<file path="config.mk">
export PLATFORM = sky130hd
export DESIGN_NAME = scm_clock_ctrl
export DESIGN_NICKNAME = d
export VERILOG_FILES = /design/src/scm_pkg.sv /design/src/scm_clock_ctrl.sv /design/src/scm_clk_div.sv
export SDC_FILE = /design/constraint.sdc
export NUM_CORES = 1
export LEC_CHECK = 0
export BUFFER_PORTS_ARGS = -buffer_cell sky130_fd_sc_hd__buf_2
export CAP_MARGIN = 20
export CORE_MARGIN = 2
export CORE_UTILIZATION = 33
export DETAILED_ROUTE_END_ITERATION = 10
export HOLD_SLACK_MARGIN = 0.08
export SETUP_SLACK_MARGIN = 0.1
export SLEW_MARGIN = 0
export SYNTH_ARGS = -nofsm -noshare
export SYNTH_HDL_FRONTEND = slang
export SYNTH_HIERARCHICAL = 1
export SYNTH_SLANG_ARGS = --single-unit
</file>
<file path="constraint.sdc">
create_clock -name clk -period 3.6 [get_ports clk]
set_input_delay 0.18 -clock clk [delete_from_list [all_inputs] [get_ports clk]]
set_output_delay 0.18 -clock clk [all_outputs]
set_load 0.01 [all_outputs]
</file>
<file path="src/scm_pkg.sv">
// constants, types and helpers of the system clock mode control block
//
// Operation
// RULE1 - select code picks divided fast or low clock
// RULE2 - fast_clock comes from 20 MHz fast_rc_osc
// RULE3 - low_clock comes from 32 kHz slow_rc_osc
// RULE4 - fast mode keeps all clocks on
// RULE5 - slow mode: low clock, fast per enable
// RULE6 - halt with keeps 00 enters sleep
// RULE7 - sleep keeps wdt clock only if enabled
// RULE8 - halt with keeps 01 enters idle_slow_only
// RULE9 - halt with keeps 11 enters idle_both_clocks
// RULE10 - halt with keeps 10 enters idle_fast_only
// RULE11 - fast_osc_idle_keep bit 1 resets 0
// RULE12 - slow_osc_idle_keep bit 0 resets 0
// RULE13 - clock switch completes within four periods
// RULE14 - enabling fast osc clears then sets stable
// RULE15 - control bits 4..2 read zero, reset zero
// RULE16 - fast osc bits 7..2 zero, enable resets 1
// RULE17 - fast_osc_enable bit 0 gates fast oscillator
// RULE18 - settle counter drives fast_osc_stable
// RULE19 - core pulses halt and wake requests
package scm_pkg;

    // ----------------------------------------------------------------
    // clock and timing
    // ----------------------------------------------------------------
    localparam int unsigned CLK_HZ      = 20_000_000;
    localparam int unsigned FAST_HZ     = 20_000_000;
    localparam int unsigned SLOW_HZ     = 32_000;
    localparam int unsigned SLOW_DIV    = FAST_HZ / SLOW_HZ;
    localparam logic [9:0]  SLOW_DIV_M1 = 10'(SLOW_DIV - 1);
    localparam int unsigned SETTLE_NS   = 16_000;
    localparam int unsigned SETTLE_CYC  = (SETTLE_NS * (CLK_HZ / 1_000_000) + 999) / 1000;
    localparam logic [15:0] SETTLE_LAST = 16'(SETTLE_CYC - 1);
    localparam logic [2:0]  SW_LAST     = 3'h3;

    // ----------------------------------------------------------------
    // register map and fields
    // ----------------------------------------------------------------
    localparam logic [3:0] OFF_CTRL        = 4'h0;
    localparam logic [3:0] OFF_FOC         = 4'h4;
    localparam logic [3:0] OFF_STAT        = 4'h8;
    localparam int unsigned CTRL_SEL_LSB   = 5;
    localparam int unsigned CTRL_FKEEP_BIT = 1;
    localparam int unsigned CTRL_SKEEP_BIT = 0;
    localparam int unsigned FOC_EN_BIT    = 0;
    localparam int unsigned FOC_STB_BIT   = 1;
    localparam logic [2:0] SEL_RST        = 3'h0;
    localparam logic       FKEEP_RST      = 1'b0;
    localparam logic       SKEEP_RST      = 1'b0;
    localparam logic       FEN_RST        = 1'b1;
    localparam logic       STB_RST        = 1'b0;
    localparam logic [2:0] SEL_SLOW       = 3'h7;

    // ----------------------------------------------------------------
    // types
    // ----------------------------------------------------------------
    typedef enum logic [2:0] {
        SCM_RUN              = 3'b000,
        SCM_SLEEP            = 3'b001,
        SCM_IDLE_SLOW_ONLY   = 3'b010,
        SCM_IDLE_BOTH_CLOCKS = 3'b011,
        SCM_IDLE_FAST_ONLY   = 3'b100
    } scm_mode_t;

    typedef struct packed {
        logic cpu_run;
        logic fast_clk_on;
        logic low_clk_on;
        logic wdt_clk_on;
        logic sys_clk_on;
        logic sys_tick;
        logic low_tick;
    } scm_gates_t;

    // ----------------------------------------------------------------
    // helpers
    // ----------------------------------------------------------------
    function automatic scm_mode_t halt_mode(input logic fkeep, input logic skeep);
        unique case ({fkeep, skeep})
            2'b00: halt_mode = SCM_SLEEP;
            2'b01: halt_mode = SCM_IDLE_SLOW_ONLY;
            2'b11: halt_mode = SCM_IDLE_BOTH_CLOCKS;
            2'b10: halt_mode = SCM_IDLE_FAST_ONLY;
        endcase
    endfunction

    function automatic logic is_slow(input logic [2:0] sel);
        is_slow = (sel == SEL_SLOW);
    endfunction

endpackage

</file>
<file path="src/scm_clock_ctrl.sv">
// system clock source, divider and low-power mode controller
`timescale 1ns/1ps
module scm_clock_ctrl (
    // clock and reset
    input  wire logic              clk,
    input  wire logic              rst_b,
    // avalon-mm slave
    input  wire logic [3:0]        avs_address,
    input  wire logic              avs_read,
    input  wire logic              avs_write,
    input  wire logic [31:0]       avs_writedata,
    input  wire logic [3:0]        avs_byteenable,
    output logic [31:0]            avs_readdata,
    output logic                   avs_waitrequest,
    // processor core
    input  wire logic              halt_req,
    input  wire logic              wake_req,
    input  wire logic              wdt_enable,
    // clock consumers
    output scm_pkg::scm_gates_t    gates
);

    // ----------------------------------------------------------------
    // state
    // ----------------------------------------------------------------
    typedef struct packed {
        logic [2:0]          sel;
        logic                fkeep;
        logic                skeep;
        logic                fen;
        logic                stable;
        logic [15:0]         settle_cnt;
        logic [2:0]          act_sel;
        logic [2:0]          sw_cnt;
        scm_pkg::scm_mode_t  mode;
        logic                waitreq;
        logic [31:0]         rdata;
        scm_pkg::scm_gates_t gates;
    } scm_st_t;

    scm_st_t    s_r;
    scm_st_t    s_nxt;
    logic       cur_tick;
    logic       slow_tick;
    logic       fast_run;
    logic       req;
    logic       done;
    logic       wr_ok;
    logic [7:0] wbyte;
    logic [7:0] ctrl_rd;
    logic [7:0] foc_rd;
    logic [7:0] stat_rd;

    // ----------------------------------------------------------------
    // fast oscillator running
    // ----------------------------------------------------------------
    always_comb begin
        fast_run = 1'b0;
        unique case (s_r.mode)
            scm_pkg::SCM_RUN: begin
                // RULE4 fast source forced on
                if (!scm_pkg::is_slow(s_r.act_sel) || !scm_pkg::is_slow(s_r.sel)) begin
                    fast_run = 1'b1;
                end else begin
                    // RULE5 fast per enable
                    // RULE17 enable gates oscillator
                    fast_run = s_r.fen;
                end
            end
            scm_pkg::SCM_IDLE_BOTH_CLOCKS,
            scm_pkg::SCM_IDLE_FAST_ONLY: begin
                fast_run = 1'b1;
            end
            scm_pkg::SCM_SLEEP,
            scm_pkg::SCM_IDLE_SLOW_ONLY: begin
                fast_run = 1'b0;
            end
            default: begin
                fast_run = 1'b0;
            end
        endcase
    end

    // ----------------------------------------------------------------
    // divider
    // ----------------------------------------------------------------
    scm_clk_div u_div (
        .clk       (clk),
        .rst_b     (rst_b),
        .fast_run  (fast_run),
        .sel       (s_r.act_sel),
        .cur_tick  (cur_tick),
        .slow_tick (slow_tick)
    );

    // ----------------------------------------------------------------
    // register read views
    // ----------------------------------------------------------------
    always_comb begin
        // RULE15 unused bits zero
        ctrl_rd = 8'h00;
        ctrl_rd[scm_pkg::CTRL_SEL_LSB +: 3] = s_r.sel;
        ctrl_rd[scm_pkg::CTRL_FKEEP_BIT]    = s_r.fkeep;
        ctrl_rd[scm_pkg::CTRL_SKEEP_BIT]    = s_r.skeep;
        // RULE16 unused bits zero
        foc_rd = 8'h00;
        foc_rd[scm_pkg::FOC_EN_BIT]         = s_r.fen;
        foc_rd[scm_pkg::FOC_STB_BIT]        = s_r.stable;
        stat_rd = {s_r.sw_cnt[1:0], s_r.act_sel, s_r.mode};
    end

    // ----------------------------------------------------------------
    // bus handshake
    // ----------------------------------------------------------------
    always_comb begin
        req   = avs_read || avs_write;
        done  = req && !s_r.waitreq;
        wr_ok = avs_write && done && avs_byteenable[0];
        wbyte = avs_writedata[7:0];
    end

    // ----------------------------------------------------------------
    // next state
    // ----------------------------------------------------------------
    always_comb begin
        s_nxt = s_r;

        // answer one cycle after the request, release after the finish
        if (done) begin
            s_nxt.waitreq = 1'b1;
        end else if (req) begin
            s_nxt.waitreq = 1'b0;
            if (avs_read) begin
                unique case (avs_address)
                    scm_pkg::OFF_CTRL: s_nxt.rdata = {24'h000000, ctrl_rd};
                    scm_pkg::OFF_FOC:  s_nxt.rdata = {24'h000000, foc_rd};
                    scm_pkg::OFF_STAT: s_nxt.rdata = {24'h000000, stat_rd};
                    default:           s_nxt.rdata = 32'h00000000;
                endcase
            end
        end

        // control and fast oscillator register writes
        if (wr_ok && avs_address == scm_pkg::OFF_CTRL) begin
            s_nxt.sel   = wbyte[scm_pkg::CTRL_SEL_LSB +: 3];
            // RULE11 fast keep bit
            s_nxt.fkeep = wbyte[scm_pkg::CTRL_FKEEP_BIT];
            // RULE12 slow keep bit
            s_nxt.skeep = wbyte[scm_pkg::CTRL_SKEEP_BIT];
        end
        if (wr_ok && avs_address == scm_pkg::OFF_FOC) begin
            // RULE17 enable bit write
            s_nxt.fen = wbyte[scm_pkg::FOC_EN_BIT];
        end

        // settle counter for the stable flag
        if (!s_nxt.fen) begin
            // RULE18 flag low while disabled
            s_nxt.settle_cnt = 16'h0000;
            s_nxt.stable     = 1'b0;
        end else if (!s_r.fen) begin
            // RULE14 rising enable clears flag
            s_nxt.settle_cnt = 16'h0000;
            s_nxt.stable     = 1'b0;
        end else if (!s_r.stable) begin
            // RULE18 counter expiry sets flag
            s_nxt.settle_cnt = s_r.settle_cnt + 16'h0001;
            if (s_r.settle_cnt == scm_pkg::SETTLE_LAST) begin
                s_nxt.stable = 1'b1;
            end
        end

        // clock switch after four current clock periods
        if (s_r.sel == s_r.act_sel) begin
            s_nxt.sw_cnt = 3'h0;
        end else if (cur_tick) begin
            // RULE13 switch delay
            if (s_r.sw_cnt == scm_pkg::SW_LAST) begin
                s_nxt.act_sel = s_r.sel;
                s_nxt.sw_cnt  = 3'h0;
            end else begin
                s_nxt.sw_cnt = s_r.sw_cnt + 3'h1;
            end
        end

        // operating mode
        unique case (s_r.mode)
            scm_pkg::SCM_RUN: begin
                if (halt_req) begin
                    // RULE19 halt pulse latches mode
                    s_nxt.mode = scm_pkg::halt_mode(s_r.fkeep, s_r.skeep);
                end
            end
            scm_pkg::SCM_SLEEP,
            scm_pkg::SCM_IDLE_SLOW_ONLY,
            scm_pkg::SCM_IDLE_BOTH_CLOCKS,
            scm_pkg::SCM_IDLE_FAST_ONLY: begin
                // RULE19 wake pulse resumes
                if (wake_req) begin
                    s_nxt.mode = scm_pkg::SCM_RUN;
                end
            end
            default: begin
                s_nxt.mode = scm_pkg::SCM_RUN;
            end
        endcase

        // clock gates from the present mode
        s_nxt.gates.fast_clk_on = fast_run;
        s_nxt.gates.cpu_run     = 1'b0;
        s_nxt.gates.low_clk_on  = 1'b0;
        s_nxt.gates.wdt_clk_on  = 1'b1;
        s_nxt.gates.sys_clk_on  = 1'b0;
        unique case (s_r.mode)
            scm_pkg::SCM_RUN: begin
                // RULE4 run with all clocks in fast mode
                // RULE5 low clock stays on
                s_nxt.gates.cpu_run    = 1'b1;
                s_nxt.gates.low_clk_on = 1'b1;
                s_nxt.gates.sys_clk_on = 1'b1;
            end
            scm_pkg::SCM_SLEEP: begin
                // RULE6 sleep stops clocks
                s_nxt.gates.low_clk_on = 1'b0;
                // RULE7 wdt clock follows enable
                s_nxt.gates.wdt_clk_on = wdt_enable;
            end
            scm_pkg::SCM_IDLE_SLOW_ONLY: begin
                // RULE8 idle on low clock
                s_nxt.gates.low_clk_on = 1'b1;
                s_nxt.gates.sys_clk_on = scm_pkg::is_slow(s_r.act_sel);
            end
            scm_pkg::SCM_IDLE_BOTH_CLOCKS: begin
                // RULE9 idle with both clocks
                s_nxt.gates.low_clk_on = 1'b1;
                s_nxt.gates.sys_clk_on = 1'b1;
            end
            scm_pkg::SCM_IDLE_FAST_ONLY: begin
                // RULE10 idle on fast clock
                s_nxt.gates.low_clk_on = 1'b0;
                s_nxt.gates.sys_clk_on = !scm_pkg::is_slow(s_r.act_sel);
            end
            default: begin
                s_nxt.gates.low_clk_on = 1'b0;
            end
        endcase

        // RULE1 system clock tick
        s_nxt.gates.sys_tick = cur_tick && s_nxt.gates.sys_clk_on;
        // RULE3 low clock tick
        s_nxt.gates.low_tick = slow_tick && s_nxt.gates.low_clk_on;
    end

    // ----------------------------------------------------------------
    // state register
    // ----------------------------------------------------------------
    always_ff @(posedge clk or negedge rst_b) begin
        if (!rst_b) begin
            // RULE15 control resets zero
            s_r.sel              <= scm_pkg::SEL_RST;
            s_r.fkeep            <= scm_pkg::FKEEP_RST;
            s_r.skeep            <= scm_pkg::SKEEP_RST;
            // RULE16 enable one, flag zero
            s_r.fen              <= scm_pkg::FEN_RST;
            s_r.stable           <= scm_pkg::STB_RST;
            s_r.settle_cnt       <= 16'h0000;
            s_r.act_sel          <= scm_pkg::SEL_RST;
            s_r.sw_cnt           <= 3'h0;
            s_r.mode             <= scm_pkg::SCM_RUN;
            s_r.waitreq          <= 1'b1;
            s_r.rdata            <= 32'h00000000;
            s_r.gates.cpu_run    <= 1'b1;
            s_r.gates.fast_clk_on <= 1'b1;
            s_r.gates.low_clk_on <= 1'b1;
            s_r.gates.wdt_clk_on <= 1'b1;
            s_r.gates.sys_clk_on <= 1'b1;
            s_r.gates.sys_tick   <= 1'b0;
            s_r.gates.low_tick   <= 1'b0;
        end else begin
            s_r <= s_nxt;
        end
    end

    // ----------------------------------------------------------------
    // outputs
    // ----------------------------------------------------------------
    always_comb begin
        avs_readdata    = s_r.rdata;
        avs_waitrequest = s_r.waitreq;
        gates           = s_r.gates;
    end

endmodule // scm_clock_ctrl

</file>
<file path="src/scm_clk_div.sv">
// divider giving ticks of fast_clock by 1..64 and of low_clock
`timescale 1ns/1ps
module scm_clk_div (
    // clock and reset
    input  wire logic       clk,
    input  wire logic       rst_b,
    // control
    input  wire logic       fast_run,
    input  wire logic [2:0] sel,
    // ticks
    output logic            cur_tick,
    output logic            slow_tick
);

    typedef struct packed {
        logic [5:0] fast_cnt;
        logic [9:0] slow_cnt;
    } scm_div_st_t;

    scm_div_st_t s_r;
    scm_div_st_t s_nxt;
    logic [5:0]  mask;
    logic        fast_tick;

    // ----------------------------------------------------------------
    // tick decode
    // ----------------------------------------------------------------
    always_comb begin
        // RULE1 divide ratio
        mask      = 6'((7'h01 << sel[2:0]) - 7'h01);
        // RULE2 fast base
        fast_tick = fast_run && ((s_r.fast_cnt & mask) == mask);
        // RULE3 low clock tick
        slow_tick = (s_r.slow_cnt == scm_pkg::SLOW_DIV_M1);
        cur_tick  = scm_pkg::is_slow(sel) ? slow_tick : fast_tick;
    end

    always_comb begin
        s_nxt = s_r;
        if (fast_run) begin
            s_nxt.fast_cnt = s_r.fast_cnt + 6'h01;
        end
        if (slow_tick) begin
            s_nxt.slow_cnt = 10'h000;
        end else begin
            s_nxt.slow_cnt = s_r.slow_cnt + 10'h001;
        end
    end

    always_ff @(posedge clk or negedge rst_b) begin
        if (!rst_b) begin
            s_r <= '0;
        end else begin
            s_r <= s_nxt;
        end
    end

endmodule // scm_clk_div

</file>
== Word level (Yosys, flattened, before mapping) ==
Index checks and enable logic that the tools add are counted.
Widths: inputs -> output; s select.
Operators by class
  $add $sub $neg: 5
  equal/unequal tests: 19
  shift-type cells: 1
  multiplexer cells: 24
  bitwise operators: 3
  reductions and logical operators: 25
Operators by type and width (number)
  $mux 17: 3
  $mux 33: 1
  $mux 32: 1
  $pmux 8 s3: 1
  $add 16x1->16 const B: 1
  $eq 16x9->1 const B: 1
  $mux 3: 5
  $pmux 3 s4: 1
  $add 10x1->10 const B: 1
  $eq 10x10->1 const B: 1
  $mux 10: 1
  $eq 3x2->1 const B: 3
  $eq 3x3->1 const B: 3
  $logic_and 1x1->1: 8
  $mux 1: 8
  $add 6x1->6 const B: 1
  $and 6x6->6: 1
  $eq 6x6->1: 1
  $pmux 3 s2: 1
  $reduce_and 3->1: 2
  $shl 1x3->6 const A: 1
  $sub 6x1->6 const B: 1
  $eq 2x2->1 const B: 2
  $eq 4x3->1 const B: 1
  20 further kinds: 27
Storage, ports and cells
  register bits after elaboration: 88
  word-level logic and storage cells: 97

== Depth between registers and ports, before layout ==
  depth after elaboration: 9
  depth in mapped cells: 13
  mapped depth without buffers: 11

== Modules after synthesis ==
Netlist, hierarchy kept.
By module, submodules not included
  scm_clock_ctrl: times used 1, cells each 253, area an instance 2575.0 um^2
  scm_clk_div: times used 1, cells each 79, area an instance 807.0 um^2

== Worst setup path after synthesis ==
No wires, ideal clock.
  kind: reg-to-reg
  from: reg s_r[42] (netlist name)
  to: reg s_r[46] (netlist name)
  setup time: 125 ps
  arrival: 2199 ps
  data required time: 3475 ps
  setup slack: 1276 ps
  stages on the path, launching flop included: 14
  path through: dfrtp_1 > clkbuf_1 > nor2_1 > nand4_1 > o21ai_0 > nand2_1 > clkbuf_1 > nor2b_1 > o21ai_0 > a21oi_1 > a221o_1 > nand2_1 > or2_2 > mux2_2
Between the ends
  word-level cells in the longest chain between the ends: 6
RTL lines
  start, declared: RTL line scm_clock_ctrl.sv:41  | scm_st_t s_r;
  start signal, assigned: RTL line scm_clock_ctrl.sv:280  | s_r <= s_nxt;
  $eq 3x2->1 / $eq 3x3->1 (equally long branches): RTL line scm_clock_ctrl.sv:59  | unique case (s_r.mode)
  $reduce_or 2->1: RTL line scm_clock_ctrl.sv:59
  $pmux 1 s2 *: RTL line scm_clock_ctrl.sv:59
  via fast_run: RTL line scm_clock_ctrl.sv:45  | logic fast_run;
  $logic_and 1x1->1 *: RTL line scm_clk_div.sv:32  | fast_tick = fast_run && ((s_r.fast_cnt & mask) == mask);
  $mux 1 *: RTL line scm_clk_div.sv:35  | cur_tick = scm_pkg::is_slow(sel) ? slow_tick : fast_tick;
  via cur_tick: RTL line scm_clock_ctrl.sv:43  | logic cur_tick;
  $reduce_and 3->1 (no source line) *
Mark *: on every way through the listed nets, which the timed path passes. The rest lies on a longest branch.
A chain may end at the register's enable or synchronous reset.

== Worst setup path after layout ==
  from: reg s_r[42] (netlist name)
  to: reg s_r[48] (netlist name)
Between the ends
  word-level cells in the longest chain between the ends: 6
RTL lines (RTL line)
  $eq 3x2->1 / $eq 3x3->1 (equally long branches): scm_clock_ctrl.sv:59
  $reduce_or 2->1: scm_clock_ctrl.sv:59
  $pmux 1 s2 *: scm_clock_ctrl.sv:59
  via fast_run: scm_clock_ctrl.sv:45
  $logic_and 1x1->1 *: scm_clk_div.sv:32
  $mux 1 *: scm_clk_div.sv:35
  via cur_tick: scm_clock_ctrl.sv:43
  $reduce_and 3->1 (no source line) *
Marked as above.

==> results.yml <==
run_status:
  status: "finished, final reports clean"
global_routing:
  grt-ovfl-total: 0
  grt_usage_pct: 12.1
  antenna_found_initial: 0
  grt_pass1_wl_um: 10700
  grt_max_degree: 28
  grt_pass1_vias: 2164
logic_synthesis:
  ys_warn_count: 6
  synth_top_flop_cell: "dfrtp_1"
  synth_cells: 332
  syn_area_um2: 3380
  muxShareOfSynthArea_pct: 6.36
  synthSimpleGateAreaFrac_pct: 18.4
  synth_top_family_by_area: "simple AND/OR/NAND/NOR gates"
  synthAdderAreaFrac_pct: 2.96
  ys_async_sr_fraction_pct: 100
  synth_compound_area_share_pct: 5.73
  synth-edff-count: 0
  avgSynthCellArea_um2: 10.2
  synthXorXnorAreaFrac_pct: 7.51
  ys_seq_area_share_pct: 47.6
  synth_cell_types: 46
  ys_ff_latch: 64
finish:
  areaGrowthSynthToFinish_pct: 9.66
  drive_above_1_share_pct: 20.7
  seq_area_um2: 1610
  nets: 412
  fill_cells: 1017
  multi_input_area_um2: 1480
  antenna_cells: 0
cts:
  numCtsBuffers: 9
  clock_sinks: 64
  cts_resized: 0
  cts-htree-levels: 3
  cts_tree: "yes"
  clkSlewWorstSetupHoldPaths_ns: 0.06
  clkLatencyLatePin_ns: 0.34
  cts-root-buf: "clkbuf_8"
  clock_path_buffers: 2
die:
  io_pins: 87
  die_h_um: 105
  rows: 36
  die_w_um: 105
  coreArea_um2: 9860
  initial_core_util_pct: 34.3
  die_area_um2: 11100
sta:
  fin_hold_ws_ns: 0.0954
  worstMarginPinSlew_ns: 0.692
  fin_crit_sh_pct: 70.8
  setup_violations: 0
  fin_setup_tns_ns: 0
  rsz0062_at_grt: "false"
  finalCriticalPeriod_ns: 2.55
  slew_headroom_pct: 53.8
  drv_slew: 0
  skew_ns: 0.00699
  fmax_mhz: 392
  hold_viol: 0
worst_setup_path:
  r2r-end: "s_r[48]$_DFFE_PN0P_"
  end_kind: "flip-flop"
  r2r_slack_ns: 1.05
  critPathLaunch: "s_r[42]$_DFFE_PN0P_"
  critPathMaxFanout: 10
  cp.arrival_ns: 2.77
  r2r_start: "s_r[42]$_DFFE_PN0P_"
  worstPathRequired_ns: 3.82
  path_class: "reg -> reg"
  endpoint: "s_r[48]$_DFFE_PN0P_"
  cp-start-kind: "flip-flop"
  reg2reg_depth: 11
drt:
  post_drt_wl_per_cell_um: 12.5
  drcViolationCount: 0
  antenna_left: 0
  vias: 2250
  drtPass1Iterations: 6
  avgViaCountPerCell: 4.55
  wirelength_um: 6190
  drt_iter0_drc: 70
power:
  power_frac_seq_pct: 49.1
  p_comb_share_pct: 24.3
  power.density_nw_per_um2: 559
  ir_drop_uv: 269
  power_leakage_uw: 0.00166
  p_clk_share_pct: 26.6
  p_int_uw: 1400
  sw_frac_of_total_pct: 32.7
  power.switching_uw: 677
placement:
  gp_congestion: 0.760
  numPortBuffers: 32
  dp_hpwl_um: 4480
job:
  maxCapViolations: 0
worst_hold_path:
  hold_path.class: "in -> reg"
## cells in the final DEF (no fill, tap or decap), types with 2 or more instances in the layout
cell,netlist,layout
a21oi_1,6,6
buf_2,2,32
nand4_1,7,7
dlygate4sd3_1,0,5
nand3b_1,2,2
dfrtp_1,57,57
xor2_1,11,11
o21ai_0,11,11
nor2b_1,3,3
clkbuf_8,0,11
xnor2_1,18,18
nor4b_1,2,2
mux2_2,12,12
mux2i_1,8,8
nand4b_1,2,2
nor4bb_1,2,2
nor4_1,5,5
conb_1,1,24
dfstp_2,7,7
inv_1,11,11
and3_1,2,2
clkinv_2,0,2
a22o_1,2,2
a21o_1,2,2
nand2_1,25,25
clkbuf_1,5,2
ha_1,8,8
nand3_1,15,15
nor3_1,9,9
a31oi_1,2,2
nor2_1,34,34
and2_1,2,2
o31ai_1,4,4
## worst max-delay path: stages (launching register included)
cell and delay, ns:
dfrtp_1 0.51, nor2_1 0.18, nand4_1 0.11, o21ai_0 0.16, nand2_1 0.21, nor2b_1 0.19, o21ai_0 0.07, a21oi_1 0.06
a221o_1 0.37, nand2_1 0.10, or2_2 0.14, mux2_2 0.33
## cell type report
| type | instances | share of cell area (%) |
|---|---|---|
| clock inverter | 3 | 0.472 |
| inverter | 11 | 1.11 |
| multi-input combinational | 232 | 39.8 |
| clock buffer | 13 | 4.28 |
| timing repair buffer | 39 | 6.41 |
| sequential | 64 | 43.4 |
| tap | 133 | 4.49 |
## flip-flops by register name, indices dropped and copies added (netlist names)
| signal | count |
|---|---|
| gates | 7 |
| ctrl_rd | 5 |
| u_div/s_r | 16 |
| foc_rd | 2 |
| s_r | 25 |
| avs_waitrequest | 1 |
| avs_readdata | 8 |
## routing by layer
layer	global-route usage, %	up-vias	wire length (µm)
li1	-	1118	-
met5	0	-	0
met4	4.86	0	140
met2	17.2	53	2670
met1	17.2	1069	3090
met3	3.71	10	286
## worst min-delay path by stage
stage	from	end	cells past startpoint	slack, ns
finish	avs_read	avs_waitrequest$_DFFE_PN1P_	3	0.1
detailed placement	rst_b	u_div/s_r[9]$_DFF_PN0_	1	0.23
global route	avs_writedata[1]	ctrl_rd[1]$_DFFE_PN0P_	2	0.09
floorplan	rst_b	avs_readdata[0]$_DFFE_PN0P_	0	-0.12
CTS	avs_read	avs_waitrequest$_DFFE_PN1P_	3	0.08
global placement	wdt_enable	gates[3]$_DFF_PN1_	2	0.40
## power by group through the flow
stage	Combinational (µW)	Sequential [µW]	Clock [µW]
2_1_floorplan	462	975	0
3_3_place_gp	482	1020	0
3_5_place_dp	502	1030	0
4_1_cts	509	1020	573
5_1_grt	565	1040	610
6_report	504	1020	552
## metrics by stage
step	area (µm²)	util (%)	cells	worst slack (ns)	power [µW]
6_report	3710	37.6	495	1.05	2070
5_1_grt	3710	37.6	495	0.881	2210
4_1_cts	3710	37.6	495	1.07	2100
3_5_place_dp	3480	35.3	474	1.08	1530
3_3_place_gp	3460	35.1	473	1.11	1510
2_1_floorplan	3470	-	355	1.28	1440
## synth_stat cells, types with 2 or more instances
master	count	area, µm²
a21oi_1	6	30.0
and2_1	2	12.5
and3_1	2	12.5
xnor2_1	18	158
o21ai_0	11	55.1
o31ai_1	4	30.0
nand4b_1	2	17.5
nor2b_1	3	18.8
xor2_1	11	96.3
clkbuf_1	5	18.8
nand3b_1	2	15.0
a31oi_1	2	12.5
a21o_1	2	15.0
nand4_1	7	43.8
nand3_1	15	75.1
nand2_1	25	93.8
mux2_2	12	135
ha_1	8	100
nor3_1	9	45.0
dfrtp_1	57	1430
dfstp_2	7	184
nor4_1	5	31.3
buf_2	2	10.0
mux2i_1	8	80.1
nor4b_1	2	17.5
nor2_1	34	128
inv_1	11	41.3
buf_4	40	300
a22o_1	2	17.5
nor4bb_1	2	20.0
## cells by family after synthesis
| kind of cell | after synthesis |
|---|---|
| AO/OA/AOI/OAI | 31 |
| flip-flops | 64 |
| other | 1 |
| XOR/XNOR | 29 |
| AND/OR/NAND/NOR | 120 |
| adder cells (fa/ha/maj) | 8 |
| multiplexers | 20 |
| buffers and inverters | 59 |
## timing repair
action / in CTS / in global routing
buffers inserted: 0 / 0
hold endpoints to repair: 25 / 0
hold buffers: 5 / 0
(Power assumes the default switching activity.)
